<file path="config.mk">
export PLATFORM = sky130hd
export DESIGN_NAME = bsifc_top
export DESIGN_NICKNAME = d
export VERILOG_FILES = /design/src/verilog/bsifc_pkg.sv /design/src/verilog/bsifc_fault_timer.sv /design/src/verilog/bsifc_top.sv
export VERILOG_INCLUDE_DIRS = /design/src /design/src/verilog
export SDC_FILE = /design/constraint.sdc
export NUM_CORES = 1
export LEC_CHECK = 0
export BUFFER_PORTS_ARGS = -buffer_cell sky130_fd_sc_hd__buf_4
export CORE_UTILIZATION = 45
export DETAILED_ROUTE_END_ITERATION = 7
export GPL_ROUTABILITY_DRIVEN = 0
export PLACE_DENSITY = 0.67
export SYNTH_ARGS = -nofsm -noshare
export SYNTH_HDL_FRONTEND = slang
export SYNTH_HIERARCHICAL = 1
export SYNTH_SLANG_ARGS = --single-unit
</file>
<file path="constraint.sdc">
create_clock -name CLK -period 2.9 [get_ports CLK]
set_input_delay 0.145 -clock CLK [delete_from_list [all_inputs] [get_ports CLK]]
set_output_delay 0.145 -clock CLK [all_outputs]
set_load 0.01 [all_outputs]
</file>
<file path="src/verilog/bsifc_params.svh">
`ifndef BSIFC_PARAMS_SVH
`define BSIFC_PARAMS_SVH

// Fault test length in microseconds and in 100 MHz cycles
`define BSIFC_CLK_MHZ 100
`define BSIFC_FAULT_TEST_US 200
`define BSIFC_FAULT_TEST_CYC (`BSIFC_FAULT_TEST_US * `BSIFC_CLK_MHZ)
`define BSIFC_CNT_W 15
`define BSIFC_GLOBAL_ADDR 4'h0
`define BSIFC_ADDR_RST 4'h0
`define BSIFC_GROUP_RST 2'h0

`endif

</file>
<file path="src/verilog/bsifc_pkg.sv">
package bsifc_pkg;
    typedef enum logic [4:0] {
        ST_IDLE  = 5'h01,
        ST_TEST  = 5'h02,
        ST_CLOSE = 5'h04,
        ST_OPEN  = 5'h08,
        ST_GLOB  = 5'h10
    } bsifc_state_e;
    typedef logic [3:0] bsifc_addr_t;
endpackage

</file>
<file path="src/verilog/bsifc_fault_timer.sv">
`timescale 1ns/1ps
`include "bsifc_params.svh"

// Times the fault test window and latches any high level seen on the tested side
module bsifc_fault_timer (
    // Clock and reset
    input wire logic CLK,
    input wire logic RST_N,
    // Control
    input wire logic start,
    input wire logic side_high,
    // Result
    output logic done,
    output logic fault
);
    logic [`BSIFC_CNT_W-1:0] cnt_r;
    logic [`BSIFC_CNT_W-1:0] cnt_nxt;
    logic run_r;
    logic run_nxt;
    logic fault_r;
    logic fault_nxt;

    always_comb begin
        cnt_nxt = cnt_r;
        run_nxt = run_r;
        fault_nxt = fault_r;
        if (start) begin
            cnt_nxt = `BSIFC_CNT_W'(`BSIFC_FAULT_TEST_CYC - 1);
            run_nxt = 1'b1;
            fault_nxt = 1'b0;
        end else if (run_r) begin
            // Level sampled over the whole window so a brief short still counts
            if (side_high) begin
                fault_nxt = 1'b1;
            end
            if (cnt_r == '0) begin
                run_nxt = 1'b0;
            end else begin
                cnt_nxt = cnt_r - `BSIFC_CNT_W'(1);
            end
        end
    end

    always_ff @(posedge CLK) begin
        if (!RST_N) begin
            cnt_r <= '0;
            run_r <= 1'b0;
            fault_r <= 1'b0;
        end else begin
            cnt_r <= cnt_nxt;
            run_r <= run_nxt;
            fault_r <= fault_nxt;
        end
    end

    // Done in the last window cycle keeps the sink on for exactly the counted cycles
    assign done = run_r && (cnt_r == '0);
    // The last cycle's sample is folded in so it is not lost at the hand-over
    assign fault = fault_r || (run_r && side_high);
endmodule

</file>
<file path="src/verilog/bsifc_top.sv">
`timescale 1ns/1ps
`include "bsifc_params.svh"

// What this block does
// - Inactive side above 3V means bus fault
// - Forward tests downstream pin, reverse tests upstream
// - One fault test per init, 11 mA pull-down
// - Fault test lasts 200 us, host waits
// - Switch closes only when no fault found
// - Same test for programmed and unprogrammed parts
// - Loop-back, both sides active: skip test
// - Global address init sets address zero
// - Global init keeps switch open
// - Global init ignores write-permit and close bits
// - At address zero execute, never reply
// - After global init, reject re-init until clear
// - Reply goes out with the next command
// - Initialized device ignores init until clear/reset
// - Normal init stores address, group, maybe closes
module bsifc_top (
    // Clock and reset
    input wire logic CLK,
    input wire logic RST_N,
    // Decoded command strobes, one cycle each
    input wire logic INIT_CMD,
    input wire logic REV_INIT_CMD,
    input wire logic CLEAR_CMD,
    input wire logic OTHER_CMD,
    input wire logic FRAME_START,
    // Command fields
    input wire logic [3:0] CMD_ADDR,
    input wire logic [3:0] CMD_PROG_ADDR,
    input wire logic [1:0] CMD_GROUP,
    input wire logic CMD_SWITCH_CLOSE_REQUEST,
    input wire logic CMD_NONVOLATILE_WRITE_PERMIT,
    // Analog comparators and topology
    input wire logic UPSTREAM_BUS_PIN_HIGH,
    input wire logic DOWNSTREAM_BUS_PIN_HIGH,
    input wire logic LOOPBACK_ACTIVE,
    // Bus side controls
    output logic SWITCH_CLOSED,
    output logic UPSTREAM_PULLDOWN_EN,
    output logic DOWNSTREAM_PULLDOWN_EN,
    // Device state
    output logic [3:0] DEV_ADDR,
    output logic [1:0] DEV_GROUP,
    output logic NONVOLATILE_WRITE_PERMIT,
    output logic FAULT_SEEN_FLAG,
    output logic INITIALIZED,
    output logic TEST_BUSY,
    // Reply gating for the frame in progress, and the init accept strobe
    output logic REPLY_ENABLE,
    output logic ACCEPTED
);
    bsifc_pkg::bsifc_state_e state_r;
    bsifc_pkg::bsifc_state_e state_nxt;
    bsifc_pkg::bsifc_addr_t addr_r;
    bsifc_pkg::bsifc_addr_t addr_nxt;
    logic [1:0] group_r;
    logic [1:0] group_nxt;
    logic nv_r;
    logic nv_nxt;
    logic sw_r;
    logic sw_nxt;
    logic bf_r;
    logic bf_nxt;
    logic init_r;
    logic init_nxt;
    logic rev_r;
    logic rev_nxt;
    logic pend_r;
    logic pend_nxt;
    logic reply_r;
    logic reply_nxt;
    logic acc_r;
    logic acc_nxt;
    logic any_init;
    logic test_start;
    logic test_done;
    logic test_fault;
    logic side_high;

    assign any_init = INIT_CMD | REV_INIT_CMD;
    // Reverse init tests the upstream pin, forward the downstream one
    assign side_high = rev_r ? UPSTREAM_BUS_PIN_HIGH : DOWNSTREAM_BUS_PIN_HIGH;

    always_comb begin
        state_nxt = state_r;
        addr_nxt = addr_r;
        group_nxt = group_r;
        nv_nxt = nv_r;
        sw_nxt = sw_r;
        bf_nxt = bf_r;
        init_nxt = init_r;
        rev_nxt = rev_r;
        pend_nxt = pend_r;
        reply_nxt = reply_r;
        acc_nxt = 1'b0;
        test_start = 1'b0;
        // The reply to a command is owed at the next frame start
        if (FRAME_START) begin
            reply_nxt = pend_r;
            pend_nxt = 1'b0;
        end
        case (state_r)
            bsifc_pkg::ST_IDLE: begin
                if (CLEAR_CMD) begin
                    init_nxt = 1'b0;
                    sw_nxt = 1'b0;
                    bf_nxt = 1'b0;
                    nv_nxt = 1'b0;
                end else if (any_init && !init_r) begin
                    acc_nxt = 1'b1;
                    init_nxt = 1'b1;
                    rev_nxt = REV_INIT_CMD;
                    pend_nxt = (CMD_ADDR != `BSIFC_GLOBAL_ADDR);
                    if (CMD_ADDR == `BSIFC_GLOBAL_ADDR) begin
                        addr_nxt = `BSIFC_GLOBAL_ADDR;
                        sw_nxt = 1'b0;
                        state_nxt = bsifc_pkg::ST_IDLE;
                    end else begin
                        addr_nxt = CMD_PROG_ADDR;
                        group_nxt = CMD_GROUP;
                        nv_nxt = CMD_NONVOLATILE_WRITE_PERMIT;
                        if (CMD_SWITCH_CLOSE_REQUEST && !LOOPBACK_ACTIVE) begin
                            test_start = 1'b1;
                            bf_nxt = 1'b0;
                            state_nxt = bsifc_pkg::ST_TEST;
                        end else if (CMD_SWITCH_CLOSE_REQUEST) begin
                            sw_nxt = 1'b1;
                        end
                    end
                end else if (OTHER_CMD && addr_r != `BSIFC_GLOBAL_ADDR) begin
                    pend_nxt = 1'b1;
                end
            end
            bsifc_pkg::ST_TEST: begin
                // Further init commands ignored here since this state decodes no commands
                if (test_done) begin
                    bf_nxt = test_fault;
                    state_nxt = test_fault ? bsifc_pkg::ST_OPEN : bsifc_pkg::ST_CLOSE;
                end
            end
            bsifc_pkg::ST_CLOSE: begin
                sw_nxt = 1'b1;
                state_nxt = bsifc_pkg::ST_IDLE;
            end
            bsifc_pkg::ST_OPEN: begin
                sw_nxt = 1'b0;
                state_nxt = bsifc_pkg::ST_IDLE;
            end
            default: begin
                state_nxt = bsifc_pkg::ST_IDLE;
            end
        endcase
    end

    always_ff @(posedge CLK) begin
        if (!RST_N) begin
            state_r <= bsifc_pkg::ST_IDLE;
            addr_r <= `BSIFC_ADDR_RST;
            group_r <= `BSIFC_GROUP_RST;
            nv_r <= 1'b0;
            sw_r <= 1'b0;
            bf_r <= 1'b0;
            init_r <= 1'b0;
            rev_r <= 1'b0;
            pend_r <= 1'b0;
            reply_r <= 1'b0;
            acc_r <= 1'b0;
        end else begin
            state_r <= state_nxt;
            addr_r <= addr_nxt;
            group_r <= group_nxt;
            nv_r <= nv_nxt;
            sw_r <= sw_nxt;
            bf_r <= bf_nxt;
            init_r <= init_nxt;
            rev_r <= rev_nxt;
            pend_r <= pend_nxt;
            reply_r <= reply_nxt;
            acc_r <= acc_nxt;
        end
    end

    bsifc_fault_timer u_timer (
        .CLK(CLK),
        .RST_N(RST_N),
        .start(test_start),
        .side_high(side_high),
        .done(test_done),
        .fault(test_fault)
    );

    // Pull-down sinks current only on the side under test
    assign UPSTREAM_PULLDOWN_EN = (state_r == bsifc_pkg::ST_TEST) && rev_r;
    assign DOWNSTREAM_PULLDOWN_EN = (state_r == bsifc_pkg::ST_TEST) && !rev_r;
    assign TEST_BUSY = (state_r == bsifc_pkg::ST_TEST);
    assign SWITCH_CLOSED = sw_r;
    assign DEV_ADDR = addr_r;
    assign DEV_GROUP = group_r;
    assign NONVOLATILE_WRITE_PERMIT = nv_r;
    assign FAULT_SEEN_FLAG = bf_r;
    assign INITIALIZED = init_r;
    assign REPLY_ENABLE = reply_r;
    assign ACCEPTED = acc_r;
endmodule
</file>
# Word level (Yosys, flattened, before mapping)
# Cells that the tools add are included.
[word_totals]
regBits = 36
input_bits = 22
out_inout_bits = 15
elab_cells = 111
[classes]
add_sub_neg = 1
eq_ne = 15
n_mux = 43
bitwise = 6
reduce_logical = 31
[ops]
columns = ["cell", "n"]
rows = [
  ["15-bit two-way mux", 3],
  ["1-bit two-way mux", 30],
  ["5-bit two-way mux", 5],
  ["15-bit zero test", 1],
  ["15-bit by 1-bit subtractor with 15-bit output (second input constant)", 1],
  ["3-bit != test (second input constant)", 4],
  ["4-bit AND reduction", 3],
  ["5-bit one-hot mux with 2 select lines", 1],
  ["4-bit two-way mux", 2],
  ["2-bit != test (second input constant)", 4],
  ["4-bit != test (second input constant)", 2],
  ["2-bit AND reduction", 4],
  ["4-bit nonzero test", 2],
  ["1-bit logical AND", 7],
  ["3-bit AND reduction", 2],
  ["2-bit nonzero test", 3],
  ["5-bit by 1-bit == test with 1-bit output (second input constant)", 1],
  ["5-bit by 2-bit == test with 1-bit output (second input constant)", 1],
  ["5-bit by 3-bit == test with 1-bit output (second input constant)", 1],
  ["5-bit by 4-bit == test with 1-bit output (second input constant)", 1],
  ["1-bit NOT", 5],
  ["5-bit AND reduction", 1],
  ["4-bit zero test", 1],
  ["1-bit zero test", 3],
  ["other kinds (8)", 8],
]

# Logic depth before layout (Yosys ltp)
# Gate-level depths: netlist of the first run.
[depth]
word_depth = 9
ltp_mapped = 10
depth_no_buf = 9

# Cells and area by module
# The synthesis of the first run kept the hierarchy.
[by_module_without_submodules]
columns = ["mod", "n_inst", "cells_each", "area_each_um2", "seq_area_each_um2"]
rows = [
  ["bsifc_fault_timer", 1, 111, 982.2, 340.3],
  ["bsifc_top", 1, 101, 888.4, 360.3],
]

# Least setup slack after synthesis of the first run
# Ideal clock, no wire load.
[synth_timing]
path_kind = "reg-to-reg"
from = "register state_r[3]"
to = "register u_timer.cnt_r[5]"
setup_time_ps = 137
t_arrival_ps = 2270
t_required_ps = 2763
path_slack_ps = 493
stages_incl_launch_ff = 10
n_path_buf = 3
period_less_slack_ps = 2407
path_cell_list = "dfxtp_1 > buf_6 > or4b_1 > buf_2 > nor4_4 > and3b_2 > clkbuf_1 > nor2_1 > nand2_1 > mux2i_1"
[synth_via]
elab_chain_len = 3
[synth_lines]
columns = ["element", "line", "source"]
rows = [
  ["from (decl)", "bsifc_top.sv:55", "bsifc_pkg::bsifc_state_e state_r;"],
  ["from (signal assigned)", "bsifc_top.sv:160", "state_r <= bsifc_pkg::ST_IDLE;"],
  ["from (signal assigned)", "bsifc_top.sv:172", "state_r <= state_nxt;"],
  ["5-bit by 1-bit == test with 1-bit output", "bsifc_top.sv:105", "case (state_r)"],
  ["1-bit two-way mux", "bsifc_top.sv:105", ""],
  ["via test_start", "bsifc_top.sv:78", "logic test_start;"],
  ["2-bit OR reduction (no source line)", "--", ""],
  ["to (signal assigned)", "bsifc_fault_timer.sv:50", "cnt_r <= cnt_nxt;"],
  ["to (decl)", "bsifc_fault_timer.sv:16", "logic [`BSIFC_CNT_W-1:0] cnt_r;"],
]
# The timed path passes the listed nets, and every way through them passes these cells.
# A chain may end at the register's enable or synchronous reset.

# Final worst setup path of the first run
[layout_timing]
from = "register state_r[0]"
to = "register u_timer.cnt_r[5]"
# Same word-level chain as after synthesis.

==> impl_metrics.py, run 1 <==
metrics = {
    "timing": {
        "finalSetupTns_ns": 0,
        "worst_slew_pin_slew_ns": 0.534,
        "slew_headroom_pct": 64.0,
        "hold_viol": 0,
        "finalCritPeriodShare_pct": 88.6,
        "fin_crit_ns": 2.57,
        "finalMaxSlewViolations": 0,
        "max_freq_mhz": 389,
        "rsz0062_at_grt": "no",
        "timing.clock.skew_ns": 0.00598,
        "setup_violations": 0,
        "whs_ns": 0.0897,
    },
    "global_route": {
        "grt_pass1_wl_um": 7130,
        "grt_start_max_net_pins": 16,
        "grt_use_met3_pct": 5.31,
        "gr-usage-all-layers_pct": 21.5,
        "antenna_found_initial": 0,
        "overflow": 0,
        "use_met2_pct": 33.3,
        "grt_pass1_vias": 1518,
        "use_met1_pct": 29.2,
        "busiest_layer": "met2",
    },
    "finish": {
        "num-fill-cells": 382,
        "drive_gt1_share_pct": 26.0,
        "syn_to_final_growth_pct": 23.7,
        "fin_nets": 273,
        "layout.cells.non_filler": 300,
        "n_antenna_cell": 0,
    },
    "placed_design": {
        "io_buffers": 36,
        "dpl.hpwl_um": 3060,
        "dp_cells": 292,
    },
    "clock_network": {
        "root_buffer": "clkbuf_8",
        "cts_max_level": 2,
        "clk_transition_reported_paths_ns": 0.08,
        "cts_sinks": 35,
        "cts_tree": "built",
        "cts_setup_buffers": 0,
        "ctsResizeCount": 0,
        "hold_buffers": 0,
        "clockBufferDepth": 2,
        "cts_made_buffers": 5,
        "clk_latency_ns": 0.29,
    },
    "logic_synthesis": {
        "synth_common_cells": "dfxtp_1 (35), nor2_1 (21), nand2_1 (13), inv_1 (10)",
        "synthArstFlopShare_pct": 0,
        "synth_seq_cells": 35,
        "synth.avg_cell_area_um2": 8.82,
        "yosysMostFrequentCell": "dfxtp_1",
        "yosys-top-cells-area": "dfxtp_1 (37%), mux2i_1 (4.8%), nor2_1 (4.2%), nand2_1 (2.6%), a21oi_1 (2.4%)",
        "synth_top_area_share_pct": 37.5,
        "synthCells": 212,
        "syn_nets": 236,
        "yosysWarningCount": 6,
        "synth_top_flop_cell": "dfxtp_1",
        "syn_area_um2": 1870,
        "synth_cell_type_count": 56,
        "yosysTopAreaCell": "dfxtp_1",
        "synth_edf_count": 0,
        "seq_area_frac_synth_pct": 37.5,
    },
    "setup_path": {
        "critPathCaptureType": "flip-flop",
        "worstPathCellList": "or4b_1 > nor4_4 > and3b_2 > inv_1 > nand2_1 > or2_2 > mux2i_1",
        "worstPathRequired_ns": 3.07,
        "crit_type": "flip-flop to flip-flop",
        "worst_setup_path_start_kind": "flip-flop",
        "cpMaxStageDelayCell": "or4b_1",
        "crit_fanout": 15,
        "path_delay_family": "simple AND/OR/NAND/NOR gates",
        "worstPathArrival_ns": 2.74,
        "worst-path-buf-inv": 1,
        "max_stage_delay_ns": 0.61,
    },
    "route": {
        "drc": 0,
        "vias_per_cell": 5.85,
        "firstDrtPassIters": 4,
        "first_iter_violations": 153,
        "wl_per_cell_um": 14.3,
        "drtAntennaViolNets": 0,
        "vias": 1756,
        "finalWirelength_um": 4280,
    },
    "hold_path": {
        "min_path_type": "input pin to flip-flop",
    },
    "floorplan": {
        "dieWidth_um": 66.5,
        "initial_core_util_pct": 46.8,
        "core.rowCount": 23,
        "die_area_um2": 4420,
        "boundaryPins": 37,
        "die_h_um": 66.5,
        "core_area_um2": 4000,
    },
    "power_and_ir_drop": {
        "power_leakage_uw": 0.000939,
        "vdd_drop_max_mv": 0.283,
        "powerDensity_nw_per_um2": 648,
    },
    "status": {
        "status": "complete, no violations",
    },
    "run": {
        "cap_viol_max_count": 0,
    },
}
==> per-layer routing <==
metal / share of wire, % / wire length [um] / up-vias
li1: - / - / 872
met1: 49 / 2120 / 832
met2: 44 / 1880 / 47
met3: 5.4 / 229 / 5
met4: 1.2 / 53 / 0
met5: 0 / 0 / -
==> state kept, by name (all words and copies together), names as in the netlist <==
register / cells
pend_r: 1
u_timer/cnt_r: 15
INITIALIZED: 1
DEV_GROUP: 2
FAULT_SEEN_FLAG: 1
ACCEPTED: 1
state_r: 4
SWITCH_CLOSED: 1
u_timer/run_r: 1
NONVOLATILE_WRITE_PERMIT: 1
u_timer/fault_r: 1
DEV_ADDR: 4
rev_r: 1
REPLY_ENABLE: 1
==> worst min-delay path, delay by kind of cell <==
kind          cells  cell delay (ns)
buf+inv           1             0.07
simple gates      1             0.07
mux               1             0.05
==> cells in the final DEF, fill, tap and decap left out, types with 5 or more instances in the layout <==
cell	n
o21ai_0	9
nor4_1	7
or2_2	5
dfxtp_1	35
nor3_1	7
nor2_1	21
inv_1	10
a21oi_1	9
mux2i_1	9
buf_4	40
a211oi_1	5
clkbuf_8	5
nand2_1	13
==> final timing paths <==
check	to	depth (start not counted)	from	slack, ns
max	u_timer/cnt_r[5]$_SDFFE_PP0P_	7	state_r[0]$_SDFFE_PN1P_	0.33
min	DEV_GROUP[1]$_SDFFE_PN0P_	3	CMD_GROUP[1]	0.09
max reg2reg	u_timer/cnt_r[5]$_SDFFE_PP0P_	7	state_r[0]$_SDFFE_PN1P_	0.33
min reg2reg	FAULT_SEEN_FLAG$_SDFFE_PN0P_	2	FAULT_SEEN_FLAG$_SDFFE_PN0P_	0.46
==> stage by stage <==
step                      utilization [%]  instance area [um^2]  worst slack, ns  power [uW]
after detailed placement             54.4                  2180            0.373         974
after global routing                 57.8                  2310            0.138        1580
after global placement               54.4                  2180            0.457         971
after CTS                            57.8                  2310            0.329        1500
final                                57.8                  2310            0.330        1500
after floorplan                         -                  1870            0.493         856
==> kinds of logic after synthesis <==
family	count (synthesis)	share of synthesized area [%]
buf+inv	20	5.02
compound gates	52	20.6
xor+xnor	1	0.468
flops	35	37.5
mux	10	5.42
fa+ha+maj	2	1.34
simple gates	92	29.7
==> power breakdown <==
group          switching (uW)  internal (uW)  total, uW
Combinational             228            180        408
Clock                     186            343        529
Sequential               42.0            521        563
==> cell type report <==
cell class                      instances  area [um^2]  area share (%)
Sequential cell                        35          701            30.3
Timing Repair Buffer                   40          300            13.0
Tap cell                               50         62.6            2.70
Multi-Input combinational cell        157         1080            46.5
Clock inverter                          3         67.6            2.92
Clock buffer                            5         68.8            2.97
Inverter                               10         37.5            1.62
(Power assumes the default switching activity.)
==> inputs of run 2 (changes only) <==
--- a/config.mk
+++ b/config.mk
@@ -7,11 +7,11 @@
 export NUM_CORES = 1
 export LEC_CHECK = 0
 export BUFFER_PORTS_ARGS = -buffer_cell sky130_fd_sc_hd__buf_4
+export CORE_MARGIN = 3
 export CORE_UTILIZATION = 45
 export DETAILED_ROUTE_END_ITERATION = 7
 export GPL_ROUTABILITY_DRIVEN = 0
-export PLACE_DENSITY = 0.67
+export PLACE_DENSITY = 0.68
 export SYNTH_ARGS = -nofsm -noshare
 export SYNTH_HDL_FRONTEND = slang
-export SYNTH_HIERARCHICAL = 1
 export SYNTH_SLANG_ARGS = --single-unit
==> constraint.sdc (replaced) <==
create_clock -name CLK -period 3.3 [get_ports CLK]
set_input_delay 0.165 -clock CLK [delete_from_list [all_inputs] [get_ports CLK]]
set_output_delay 0.165 -clock CLK [all_outputs]
set_load 0.01 [all_outputs]
==> run 2 against run 1 <==
Compared with the run above: register-to-register slack improved by 0.55 ns; global-route usage decreased by 2.2 points; routed wire length decreased by 5.0%; combinational power decreased by 24%; first-iteration DRC count decreased by 25%; synthesized area decreased by 11%; critical path type unchanged; critical endpoint is now u_timer.cnt_r[7]$_SDFFE_PP0P_; largest cell class unchanged.
==> impl_metrics.py, run 2 <==
metrics = {
    "route": {
        "vias_per_cell": 5.77,
        "first_iter_violations": 115,
        "drc": 0,
        "top_layer_used": "met4",
        "drtAntennaViolNets": 0,
        "wl_met2_um": 2070,
        "firstDrtPassIters": 4,
        "finalWirelength_um": 4070,
        "vias": 1627,
        "dr_wl_met3_um": 255,
        "wl_per_cell_um": 14.4,
        "drt-met1-wl_um": 1680,
    },
    "logic_synthesis": {
        "syn_area_um2": 1670,
        "yosysMostFrequentCell": "dfxtp_1",
        "synth.avg_cell_area_um2": 8.40,
        "synth_seq_cells": 35,
        "synth_common_cells": "dfxtp_1 (35), a21oi_1 (21), nor2_1 (17), nand2_1 (14), nor3_1 (10)",
        "synthArstFlopShare_pct": 0,
        "synth_top_area_share_pct": 41.9,
        "seq_area_frac_synth_pct": 41.9,
        "synth_edf_count": 0,
        "synthCells": 199,
        "yosysTopAreaCell": "dfxtp_1",
        "yosysWarningCount": 0,
        "syn_nets": 223,
        "yosys-top-cells-area": "dfxtp_1 (42%), a21oi_1 (6.3%), nor2_1 (3.8%), nand2_1 (3.1%), xor2_1 (3.1%)",
        "synth_top_flop_cell": "dfxtp_1",
        "synth_cell_type_count": 41,
    },
    "status": {
        "status": "complete, no violations",
    },
    "placed_design": {
        "dp_cells": 274,
        "dpl.hpwl_um": 3050,
        "io_buffers": 36,
        "placed_area_um2": 1970,
    },
    "floorplan": {
        "boundaryPins": 37,
        "die_h_um": 67.0,
        "core_area_um2": 3470,
        "core.rowCount": 21,
        "die_area_um2": 4480,
        "initial_core_util_pct": 48.2,
        "dieWidth_um": 67.0,
    },
    "clock_network": {
        "cts_setup_buffers": 0,
        "cts_made_buffers": 5,
        "ctsResizeCount": 0,
        "cts_max_level": 2,
        "cts_tree": "built",
        "clk_latency_ns": 0.28,
        "clk_transition_reported_paths_ns": 0.07,
        "clockBufferDepth": 2,
        "cts_sinks": 35,
        "root_buffer": "clkbuf_8",
        "hold_buffers": 0,
    },
    "finish": {
        "regMostFlops": "u_timer.cnt_r",
        "final_cell_mix": "buf_4 (37), dfxtp_1 (35), a21oi_1 (21)",
        "syn_to_final_growth_pct": 23.0,
        "drive_gt1_share_pct": 19.9,
        "n_antenna_cell": 0,
        "layout_commonest_cell": "buf_4",
        "largest_reg_flops": 15,
        "fin_nets": 259,
        "layout.cells.non_filler": 282,
        "final_area_um2": 2060,
    },
    "timing": {
        "slew_headroom_pct": 52.5,
        "finalMaxSlewViolations": 0,
        "worst_slew_pin_slew_ns": 0.712,
        "setup_violations": 0,
        "max_freq_mhz": 413,
        "finalCritPeriodShare_pct": 73.3,
        "fin_crit_ns": 2.42,
        "timing.clock.skew_ns": 0.00511,
        "finalSetupTns_ns": 0,
        "hold_viol": 0,
        "rsz0062_at_grt": "no",
    },
    "global_route": {
        "grt_start_max_net_pins": 23,
        "grt_pass1_vias": 1458,
        "gr-usage-all-layers_pct": 19.3,
        "antenna_found_initial": 0,
        "grt_pass1_wl_um": 6540,
        "overflow": 0,
    },
    "setup_path": {
        "worstPathCellList": "or4b_1 > or3_1 > or3_1 > nand2_4 > nor2_1",
        "max_stage_delay_ns": 0.66,
        "crit_type": "flip-flop to flip-flop",
        "crit_fanout": 11,
        "cpMaxStageDelayCell": "or4b_1",
        "worstPathRequired_ns": 3.48,
        "worst_setup_path_start_kind": "flip-flop",
        "cpMostUsedCell": "or3_1",
        "critPathCaptureType": "flip-flop",
        "worstPathArrival_ns": 2.60,
    },
    "power_and_ir_drop": {
        "finalPower_uw": 1100,
        "power_leakage_uw": 0.000817,
        "vdd_drop_max_mv": 0.265,
        "powerDensity_nw_per_um2": 536,
    },
    "hold_path": {
        "min_path_type": "input pin to flip-flop",
    },
    "run": {
        "cap_viol_max_count": 0,
    },
}
-- run 2: cell count changes in the layout (fill, tap and decap cells not counted), moves of 5 or more --
cell	before	now
a21oi_1	9	21
mux2i_1	9	3
nand3_1	3	9
or2_2	5	0
xor2_1	1	6
-- run 2: logic make-up (layout without fill, tap and decap cells) --
family	Yosys count	after routing	synth area share (%)
AO/OA/AOI/OAI	51	51	19.1
multiplexers	4	4	2.47
adder cells (fa/ha/maj)	2	2	1.50
buffers and inverters	15	52	3.52
AND/OR/NAND/NOR	82	82	26.3
XOR/XNOR	10	10	5.24
flip-flops	35	35	41.9
-- run 2: through the flow --
| stage | setup slack, ns | util, % | hold slack (ns) |
|---|---|---|---|
| after floorplan | 1.30 | - | 0.283 |
| after CTS | 0.890 | 59.3 | 0.127 |
| final | 0.880 | 59.3 | 0.135 |
| after detailed placement | 0.896 | 56.9 | 0.428 |
| after global routing | 0.773 | 59.3 | 0.147 |
| after global placement | 0.945 | 56.9 | 0.421 |
-- run 2: path summary, 6_finish.rpt --
check,slack (ns),startpoint,endpoint,cells past startpoint
max,0.88,state_r[3]$_SDFFE_PN0P_,u_timer.cnt_r[7]$_SDFFE_PP0P_,5
min,0.13,CMD_GROUP[0],DEV_GROUP[0]$_SDFFE_PN0P_,3
max reg2reg,0.88,state_r[3]$_SDFFE_PN0P_,u_timer.cnt_r[7]$_SDFFE_PP0P_,5
min reg2reg,0.48,u_timer.fault_r$_SDFFE_PP0P_,u_timer.fault_r$_SDFFE_PP0P_,2
-- run 2: worst max-delay path, delay by kind of cell (launching register included) --
family        cells  cell delay, ns
simple gates      5            1.95
flops             1            0.36
-- run 2: area by class of cell --
class / instances / area (um^2)
tap: 46 / 57.6
clock buffer: 7 / 76.3
sequential: 35 / 701
multi-input combinational: 149 / 912
timing repair buffer: 37 / 278
inverter: 7 / 26.3
clock inverter: 1 / 5.00
fill: 328 / 1410
-- run 2: report_power, final --
group / total (uW) / internal [uW] / leakage, uW / switching, uW
Sequential: 501 / 465 / 0.000285 / 36.4
Combinational: 311 / 134 / 0.000490 / 178
Clock: 289 / 148 / 0.0000422 / 141
Total: 1100 / 746 / 0.000817 / 355
-- run 2: routing by layer --
| layer | up-vias | track usage (%) |
|---|---|---|
| li1 | 797 | - |
| met1 | 777 | 23.8 |
| met2 | 46 | 32.2 |
| met3 | 7 | 4.05 |
| met4 | 0 | 8.61 |
| met5 | - | 0 |
